[config.mk]
export PLATFORM = sky130hd
export DESIGN_NAME = secr_reporter
export DESIGN_NICKNAME = d
export VERILOG_FILES = /design/src/hw/secr_pkg.sv /design/src/hw/secr_reporter.sv
export VERILOG_INCLUDE_DIRS = /design/src /design/src/hw
export SDC_FILE = /design/constraint.sdc
export NUM_CORES = 1
export LEC_CHECK = 0
export BUFFER_PORTS_ARGS = -buffer_cell sky130_fd_sc_hd__clkbuf_2
export CAP_MARGIN = 20
export CELL_PAD_IN_SITES_DETAIL_PLACEMENT = 0
export CELL_PAD_IN_SITES_GLOBAL_PLACEMENT = 2
export CORE_AREA = 2 2 113 60
export DETAILED_ROUTE_END_ITERATION = 10
export DIE_AREA = 0 0 115 62
export PLACE_DENSITY = 0.73
export REMOVE_ABC_BUFFERS = 1
export SLEW_MARGIN = 15
export SYNTH_ARGS = -nofsm -noshare
export SYNTH_HDL_FRONTEND = slang
export SYNTH_SLANG_ARGS = --single-unit
[constraint.sdc]
create_clock -name clk -period 1.1 [get_ports clk]
set_input_delay 0.055 -clock clk [delete_from_list [all_inputs] [get_ports clk]]
set_output_delay 0.055 -clock clk [all_outputs]
set_load 0.01 [all_outputs]
[src/hw/secr_regs.svh]
`ifndef SECR_REGS_SVH
`define SECR_REGS_SVH
// Emergency error codes
`define SECR_EMCY_NVM_TIMEOUT 16'h5530
`define SECR_EMCY_UNIT_VERIFY 16'h6140
`define SECR_EMCY_NVM_CSUM 16'h6330
`define SECR_EMCY_NET_HW 16'h7030
// Application-layer status codes
`define SECR_AL_NONE 16'h0000
`define SECR_AL_NVM_CTRL 16'h0001
`define SECR_AL_BAD_TRANS 16'h0011
`define SECR_AL_UNK_STATE 16'h0012
`define SECR_AL_VERIFY 16'h0014
`define SECR_AL_MBX_CFG 16'h0016
`define SECR_AL_PD_WDT 16'h001b
`define SECR_AL_RXPD_CFG 16'h001d
`define SECR_AL_TXPD_CFG 16'h001e
`define SECR_AL_WDT_CFG 16'h001f
`define SECR_AL_TXPDO_ASG 16'h0024
`define SECR_AL_RXPDO_ASG 16'h0025
`define SECR_AL_SYNC_LOST 16'h002c
`define SECR_AL_SYNC_NONE 16'h002d
// Restore-defaults object index
`define SECR_RESTORE_INDEX 16'h1011
`endif

[src/hw/secr_pkg.sv]
package secr_pkg;
   // One coded event: code, keep in history, may be reported
   typedef struct packed {
      logic [15:0] code;
      logic save;
      logic report;
   } secr_rec_t;
   // Fault detector inputs
   typedef struct packed {
      logic nvm_timeout;
      logic unit_verify;
      logic nvm_csum;
      logic net_hw;
      logic nvm_ctrl;
      logic bad_trans;
      logic unk_state;
      logic mbx_cfg;
      logic pd_wdt;
      logic rxpd_cfg;
      logic txpd_cfg;
      logic wdt_cfg;
      logic txpdo_asg;
      logic rxpdo_asg;
      logic sync_lost;
      logic sync_none;
   } secr_fault_t;
endpackage

[src/hw/secr_reporter.sv]
// Notes on behaviour
// RL1 - NVM write timeout: emergency 5530, not saved, reportable.
// RL2 - Power-up unit verify fail: emergency 6140, saved, not reportable.
// RL3 - NVM checksum: emergency 6330, saved, reportable; recover via index 1011 restore.
// RL4 - Network hardware fault: emergency 7030, saved, not reportable.
// RL5 - NVM control data fault: status 0001, saved, reportable.
// RL6 - Illegal state transition request: status 0011, not saved.
// RL7 - Request to undefined state: status 0012, reportable, not saved.
// RL8 - Power-up verify fail also: status 0014, saved, reportable.
// RL9 - Bad mailbox configuration: status 0016, reportable, not saved.
// RL10 - Process-data watchdog expiry: status 001B, reportable, not saved.
// RL11 - Bad output config 001D, bad input config 001E, neither saved.
// RL12 - Bad watchdog configuration: status 001F, reportable, not saved.
// RL13 - Bad input PDO assignment 0024, bad output PDO assignment 0025.
// RL14 - SYNC0 lost in Operational: status 002C, encoder variants only.
// RL15 - No SYNC0 since distributed-clock entry: status 002D, reportable, not saved.
// RL16 - Status code shown in polled register; reportable emergencies sent as messages.
`timescale 1ns/100ps
`include "secr_regs.svh"
module secr_reporter #(
   parameter bit ENCODER_VARIANT = 1'b1
) (
   input wire logic clk,
   input wire logic rst_n,
   input secr_pkg::secr_fault_t fault_pls,
   input wire logic restore_done,
   output logic [15:0] al_status_ff,
   output logic al_err_ff,
   output secr_pkg::secr_rec_t emcy_msg_ff,
   output logic emcy_msg_vld_ff,
   output secr_pkg::secr_rec_t hist_rec_ff,
   output logic hist_wr_ff
);
   import secr_pkg::*;

   secr_rec_t al_rec;
   secr_rec_t em_rec;
   logic al_hit;
   logic em_hit;

   // Status code picks the lowest code among the faults this cycle
   always_comb begin
      al_rec = '{code: `SECR_AL_NONE, save: 1'b0, report: 1'b0};
      al_hit = 1'b1;
      if (fault_pls.nvm_ctrl) al_rec = '{`SECR_AL_NVM_CTRL, 1'b1, 1'b1}; // RL5
      else if (fault_pls.bad_trans) al_rec = '{`SECR_AL_BAD_TRANS, 1'b0, 1'b1}; // RL6
      else if (fault_pls.unk_state) al_rec = '{`SECR_AL_UNK_STATE, 1'b0, 1'b1}; // RL7
      else if (fault_pls.unit_verify) al_rec = '{`SECR_AL_VERIFY, 1'b1, 1'b1}; // RL8
      else if (fault_pls.mbx_cfg) al_rec = '{`SECR_AL_MBX_CFG, 1'b0, 1'b1}; // RL9
      else if (fault_pls.pd_wdt) al_rec = '{`SECR_AL_PD_WDT, 1'b0, 1'b1}; // RL10
      else if (fault_pls.rxpd_cfg) al_rec = '{`SECR_AL_RXPD_CFG, 1'b0, 1'b1}; // RL11
      else if (fault_pls.txpd_cfg) al_rec = '{`SECR_AL_TXPD_CFG, 1'b0, 1'b1}; // RL11
      else if (fault_pls.wdt_cfg) al_rec = '{`SECR_AL_WDT_CFG, 1'b0, 1'b1}; // RL12
      else if (fault_pls.txpdo_asg) al_rec = '{`SECR_AL_TXPDO_ASG, 1'b0, 1'b1}; // RL13
      else if (fault_pls.rxpdo_asg) al_rec = '{`SECR_AL_RXPDO_ASG, 1'b0, 1'b1}; // RL13
      else if (fault_pls.sync_lost && ENCODER_VARIANT)
         al_rec = '{`SECR_AL_SYNC_LOST, 1'b0, 1'b1}; // RL14
      else if (fault_pls.sync_none) al_rec = '{`SECR_AL_SYNC_NONE, 1'b0, 1'b1}; // RL15
      else al_hit = 1'b0;
   end

   // Emergency code, lowest code first
   always_comb begin
      em_rec = '{code: 16'h0000, save: 1'b0, report: 1'b0};
      em_hit = 1'b1;
      if (fault_pls.nvm_timeout) em_rec = '{`SECR_EMCY_NVM_TIMEOUT, 1'b0, 1'b1}; // RL1
      else if (fault_pls.unit_verify) em_rec = '{`SECR_EMCY_UNIT_VERIFY, 1'b1, 1'b0}; // RL2
      else if (fault_pls.nvm_csum) em_rec = '{`SECR_EMCY_NVM_CSUM, 1'b1, 1'b1}; // RL3
      else if (fault_pls.net_hw) em_rec = '{`SECR_EMCY_NET_HW, 1'b1, 1'b0}; // RL4
      else em_hit = 1'b0;
   end

   // Status register holds the last code; a completed restore clears it unless a status fault lands in the same cycle
   always_ff @(posedge clk or negedge rst_n) begin
      if (!rst_n) begin
         al_status_ff <= `SECR_AL_NONE;
         al_err_ff <= 1'b0;
      end else if (al_hit) begin
         al_status_ff <= al_rec.code; // RL16
         al_err_ff <= 1'b1;
      end else if (restore_done) begin
         al_status_ff <= `SECR_AL_NONE; // RL3
         al_err_ff <= 1'b0;
      end
   end

   // Only reportable emergencies go out as a message
   always_ff @(posedge clk or negedge rst_n) begin
      if (!rst_n) begin
         emcy_msg_ff <= '0;
         emcy_msg_vld_ff <= 1'b0;
      end else begin
         emcy_msg_vld_ff <= em_hit && em_rec.report; // RL16
         if (em_hit && em_rec.report) emcy_msg_ff <= em_rec;
      end
   end

   // History write; a saved emergency wins the slot over a saved status code
   always_ff @(posedge clk or negedge rst_n) begin
      if (!rst_n) begin
         hist_rec_ff <= '0;
         hist_wr_ff <= 1'b0;
      end else begin
         hist_wr_ff <= (em_hit && em_rec.save) || (al_hit && al_rec.save);
         if (em_hit && em_rec.save) hist_rec_ff <= em_rec; // RL2
         else if (al_hit && al_rec.save) hist_rec_ff <= al_rec; // RL5
      end
   end

   property p_timeout_msg;
      @(posedge clk) disable iff (!rst_n)
         fault_pls.nvm_timeout |=> emcy_msg_vld_ff && emcy_msg_ff.code == 16'h5530;
   endproperty
   a_timeout_msg: assert property (p_timeout_msg) else $error("timeout not reported"); // RL1

   property p_verify_nomsg;
      @(posedge clk) disable iff (!rst_n)
         fault_pls.unit_verify && !fault_pls.nvm_timeout |=> !emcy_msg_vld_ff && hist_wr_ff;
   endproperty
   a_verify_nomsg: assert property (p_verify_nomsg) else $error("verify handled wrong"); // RL2

   property p_nethw;
      @(posedge clk) disable iff (!rst_n)
         fault_pls.net_hw && !fault_pls.nvm_timeout && !fault_pls.unit_verify
         && !fault_pls.nvm_csum |=> hist_wr_ff && hist_rec_ff.code == 16'h7030;
   endproperty
   a_nethw: assert property (p_nethw) else $error("net hw not saved"); // RL4

   property p_nvm_ctrl;
      @(posedge clk) disable iff (!rst_n)
         fault_pls.nvm_ctrl |=> al_status_ff == 16'h0001 && al_err_ff;
   endproperty
   a_nvm_ctrl: assert property (p_nvm_ctrl) else $error("status 0001 missing"); // RL5

   property p_msg_reportable;
      @(posedge clk) disable iff (!rst_n)
         emcy_msg_vld_ff |-> emcy_msg_ff.report && emcy_msg_ff.code != 16'h6140;
   endproperty
   a_msg_reportable: assert property (p_msg_reportable) else $error("bad message"); // RL16

   property p_hist_saved;
      @(posedge clk) disable iff (!rst_n)
         hist_wr_ff |-> hist_rec_ff.save && hist_rec_ff.code != 16'h0011;
   endproperty
   a_hist_saved: assert property (p_hist_saved) else $error("unsaved code logged"); // RL6

   property p_status_hold;
      @(posedge clk) disable iff (!rst_n)
         !al_hit && !restore_done |=> $stable(al_status_ff);
   endproperty
   a_status_hold: assert property (p_status_hold) else $error("status changed"); // RL16

   property p_sync_none;
      @(posedge clk) disable iff (!rst_n)
         fault_pls.sync_none && $onehot(fault_pls) |=> al_status_ff == 16'h002d && !hist_wr_ff;
   endproperty
   a_sync_none: assert property (p_sync_none) else $error("status 002D missing"); // RL15

   // A lone timeout is reported but never kept in history
   property p_timeout_nosave;
      @(posedge clk) disable iff (!rst_n)
         fault_pls.nvm_timeout && $onehot(fault_pls) |=> !hist_wr_ff;
   endproperty
   a_timeout_nosave: assert property (p_timeout_nosave) else $error("timeout logged"); // RL1

   property p_csum_saved;
      @(posedge clk) disable iff (!rst_n)
         fault_pls.nvm_csum && !fault_pls.nvm_timeout && !fault_pls.unit_verify
         |=> emcy_msg_vld_ff && emcy_msg_ff.code == 16'h6330
         && hist_wr_ff && hist_rec_ff.code == 16'h6330;
   endproperty
   a_csum_saved: assert property (p_csum_saved) else $error("checksum mishandled"); // RL3

   // Restore with no status fault in the same cycle empties the register
   property p_restore_clear;
      @(posedge clk) disable iff (!rst_n)
         restore_done && !fault_pls.unit_verify && fault_pls[11:0] == 12'h000
         |=> al_status_ff == 16'h0000 && !al_err_ff;
   endproperty
   a_restore_clear: assert property (p_restore_clear) else $error("status kept"); // RL3

   property p_bad_trans;
      @(posedge clk) disable iff (!rst_n)
         fault_pls.bad_trans && !fault_pls.nvm_ctrl |=> al_status_ff == 16'h0011 && al_err_ff;
   endproperty
   a_bad_trans: assert property (p_bad_trans) else $error("status 0011 missing"); // RL6

   property p_unk_state;
      @(posedge clk) disable iff (!rst_n)
         fault_pls.unk_state && !fault_pls.nvm_ctrl && !fault_pls.bad_trans
         |=> al_status_ff == 16'h0012 && al_err_ff;
   endproperty
   a_unk_state: assert property (p_unk_state) else $error("status 0012 missing"); // RL7

   property p_verify_status;
      @(posedge clk) disable iff (!rst_n)
         fault_pls.unit_verify && !fault_pls.nvm_ctrl && !fault_pls.bad_trans
         && !fault_pls.unk_state |=> al_status_ff == 16'h0014 && hist_wr_ff;
   endproperty
   a_verify_status: assert property (p_verify_status) else $error("status 0014 missing"); // RL8

   // Lone configuration and timing faults set their status and leave history alone
   property p_mbx_cfg;
      @(posedge clk) disable iff (!rst_n)
         fault_pls.mbx_cfg && $onehot(fault_pls) |=> al_status_ff == 16'h0016 && !hist_wr_ff;
   endproperty
   a_mbx_cfg: assert property (p_mbx_cfg) else $error("status 0016 missing"); // RL9

   property p_pd_wdt;
      @(posedge clk) disable iff (!rst_n)
         fault_pls.pd_wdt && $onehot(fault_pls) |=> al_status_ff == 16'h001b && !hist_wr_ff;
   endproperty
   a_pd_wdt: assert property (p_pd_wdt) else $error("status 001B missing"); // RL10

   property p_rxpd_cfg;
      @(posedge clk) disable iff (!rst_n)
         fault_pls.rxpd_cfg && $onehot(fault_pls) |=> al_status_ff == 16'h001d && !hist_wr_ff;
   endproperty
   a_rxpd_cfg: assert property (p_rxpd_cfg) else $error("status 001D missing"); // RL11

   property p_txpd_cfg;
      @(posedge clk) disable iff (!rst_n)
         fault_pls.txpd_cfg && $onehot(fault_pls) |=> al_status_ff == 16'h001e && !hist_wr_ff;
   endproperty
   a_txpd_cfg: assert property (p_txpd_cfg) else $error("status 001E missing"); // RL11

   property p_wdt_cfg;
      @(posedge clk) disable iff (!rst_n)
         fault_pls.wdt_cfg && $onehot(fault_pls) |=> al_status_ff == 16'h001f && !hist_wr_ff;
   endproperty
   a_wdt_cfg: assert property (p_wdt_cfg) else $error("status 001F missing"); // RL12

   property p_txpdo_asg;
      @(posedge clk) disable iff (!rst_n)
         fault_pls.txpdo_asg && $onehot(fault_pls) |=> al_status_ff == 16'h0024 && !hist_wr_ff;
   endproperty
   a_txpdo_asg: assert property (p_txpdo_asg) else $error("status 0024 missing"); // RL13

   property p_rxpdo_asg;
      @(posedge clk) disable iff (!rst_n)
         fault_pls.rxpdo_asg && $onehot(fault_pls) |=> al_status_ff == 16'h0025 && !hist_wr_ff;
   endproperty
   a_rxpdo_asg: assert property (p_rxpdo_asg) else $error("status 0025 missing"); // RL13

   property p_sync_lost;
      @(posedge clk) disable iff (!rst_n)
         fault_pls.sync_lost && $onehot(fault_pls) && ENCODER_VARIANT
         |=> al_status_ff == 16'h002c && !hist_wr_ff;
   endproperty
   a_sync_lost: assert property (p_sync_lost) else $error("status 002C missing"); // RL14
endmodule

==> metrics.cfg <==
[clock_network]
cts_buffer_depth = 2
clkLatencyLatePin_ns = 0.27
cts_sinks = 33
h-tree-depth = 2
root_buffer = clkbuf_16
cts_made_buffers = 5
cts.clk_slew.worst_paths_ns = 0.05
post-cts-setup-buffer-count = 0
cts_tree = done

[run]
maxCapViolCount = 0

[drt]
m1WireLength_mm = 2.23
wire_per_inst_um = 12.1
routed_wl_mm = 3.82
first_pass_iters = 4
routed.top_layer = met4
remaining_drc_errors = 0
wl_met3_um = 254
antenna_left = 0
vias = 1290
via_per_inst = 4.07
drt-initial-drc-count = 34
detailroute.wirelength.met2_mm = 1.31

[worst_hold_path]
hold_path_class = input pin to flop
min-delay-start = restore_done

[final_layout]
num-fill-cells = 672
antenna_cells = 0
syn2layout_area_growth_pct = 39.8
finalCoreUtilization_pct = 34.6
drive_above_1_share_pct = 41.4
nets = 255

[critical_path]
required_ns = 1.29
crit_arrival_ns = 1.19
cp_top_family = simple AND/OR/NAND/NOR gates
startpoint = fault_pls[14]
worst-path-buf-inv = 2
path_cells = clkbuf_2, or3_4, a211oi_2, buf_4, nand2_1, o21ai_0
crit_type = input pin to flop
critPathCaptureType = flop
critPathMaxStageDelay_ns = 0.40
cp_max_fo = 10
crit_path_start_kind = input pin
worstReg2RegStart = hist_rec_ff[0]
crit_path_top_delay_cell = or3_4

[placed_design]
hpwl_mm = 3.04
gp_congestion = 0.746
port_buffers = 53

[floorplan]
io_pins = 74
die_y_um = 62
coreArea_um2 = 6310
rows = 21
die_width_um = 115
initial_core_util_pct = 24.7
dieArea_um2 = 7130

[synthesis]
synth_compound_area_share_pct = 12.6
synth.largest_area_cell = dfrtp_1
yosysWarnings = 0
ys_seq_elements = 33
avgSynthCellArea_um2 = 10.3
ys_types = 36
synth_fa_ha_area_share_pct = 0
syn_area_um2 = 1560
yosysSeqAreaShare_pct = 52.9
yosys.area_share.xor_xnor_pct = 0
synthSimpleGateAreaFrac_pct = 20.4
yosys.area.top_type_share_pct = 52.9
synth.area.mux_share_pct = 0
synth_cells = 152
synth_top_family_by_area = simple AND/OR/NAND/NOR gates
synth_area_leaders = dfrtp_1 53%, buf_4 11%, nor2_1 4.1%

[outcome]
status = complete, no violations

[global_route]
antenna_found_initial = 0
grt_pass1_wl_mm = 5.85
grt_max_degree = 34
track_usage_pct = 11.3
grt_overflow = 0
grt_pass1_vias = 1092

[timing]
min_period_ns = 1.01
rsz0062_at_grt = false
fin_skew_ns = 0
slew_viol_final = 0
period_share_pct = 91.7
hold_violations = 0
finalSetupViolCount = 0
fmax_mhz = 992

[power]
leakage_nw = 1.12
finalPower_mw = 3.04
vdd_drop_max_mv = 0.556
p_per_area_nw_per_um2 = 1390

-- final timing paths --
path,endpoint,slack (ns),cells after the start
max,hist_rec_ff[11],0.09,6
min,al_err_ff,0.09,4
max reg2reg,hist_rec_ff[0],0.24,2
min reg2reg,emcy_msg_ff[10],0.47,1
max in group asynchronous,al_status_ff[0],0.44,3
min in group asynchronous,hist_rec_ff[16],0.34,3
-- cells in the final DEF, fill, tap and decap left out, drive strengths merged, types with 6 or more instances in the layout --
cell type,synthesis,routed
nor3,6,6
conb,1,20
a21oi,6,6
dfrtp,33,33
nand2,11,11
clkbuf,1,59
nor2,17,17
buf,26,31
-- flip-flops by register name (all words and copies together) (netlist names) --
register and count:
al_err_ff 1, al_status_ff 6, emcy_msg_ff 9, emcy_msg_vld_ff 1, hist_rec_ff 15, hist_wr_ff 1
-- report_power, final --
group          total (mW)  switching, mW  internal (mW)
sequential           1.31         0.0347           1.27
clock                1.31          0.480          0.829
combinational       0.425          0.240          0.185
total                3.04          0.755           2.29
-- metal layers --
metal  vias to the layer above  GRT usage [%]
li1                        654              -
met1                       595           18.3
met2                        38           12.6
met3                         3           4.36
met4                         0           3.61
met5                         -              0
-- tightest hold or removal path, stage by stage --
cell and delay, ns:
clkbuf_2 0.09, inv_1 0.04, a21oi_1 0.05, nand4_1 0.08
-- timing repair --
item | CTS | global route
hold endpoints to repair | 33 | 0
resized for setup | 0 | 0
hold buffers | 1 | 0
-- cell usage after synthesis --
master	instances
nand4bb_1	1
a211oi_2	1
nor3b_1	1
nand4_1	1
nor4_2	2
a22o_1	2
a31o_2	1
or2_2	1
nor4_1	1
o311ai_0	1
nor2b_1	2
o32ai_1	1
buf_4	23
o31ai_1	2
and4_1	1
buf_6	1
nor3b_2	1
clkbuf_1	1
or3_4	1
o21ai_0	5
or3_1	4
a221o_1	1
and3_1	1
nand2_1	11
nor2_1	17
and2_1	4
dfrtp_1	33
a21oi_1	6
buf_2	2
a22oi_1	1
a21o_1	5
o21bai_1	2
nor3_1	6
inv_1	5
conb_1	1
nand2b_1	3
-- stage by stage --
| step | setup slack [ns] | hold slack [ns] | area [um2] | std cells | TNS (ns) |
|---|---|---|---|---|---|
| 6_report | 0.0915 | 0.0880 | 2180 | 317 | 0 |
| 5_1_grt | 0.00485 | 0.135 | 2180 | 317 | 0 |
| 4_1_cts | 0.0967 | 0.0861 | 2180 | 317 | 0 |
| 3_5_place_dp | -0.176 | 0.114 | 2030 | 308 | -1.99 |
| 3_3_place_gp | -0.151 | 0.115 | 2030 | 308 | -1.72 |
| 2_1_floorplan | -0.221 | -0.241 | 1430 | 144 | -0.599 |
-- kinds of logic after synthesis --
| group | Yosys count |
|---|---|
| compound gates | 28 |
| buf+inv | 32 |
| flops | 33 |
| other cells | 1 |
| simple gates | 58 |
-- layout make-up --
type	count	area, um2	area share (%)
clock buffer	6	129	5.91
clock inverter	2	10.0	0.459
inverter	5	18.8	0.861
multi-input combinational	106	589	27.0
sequential	33	826	37.9
tap	80	100	4.59
timing repair buffer	85	508	23.3
No activity file was read; power rests on OpenSTA's default activity.
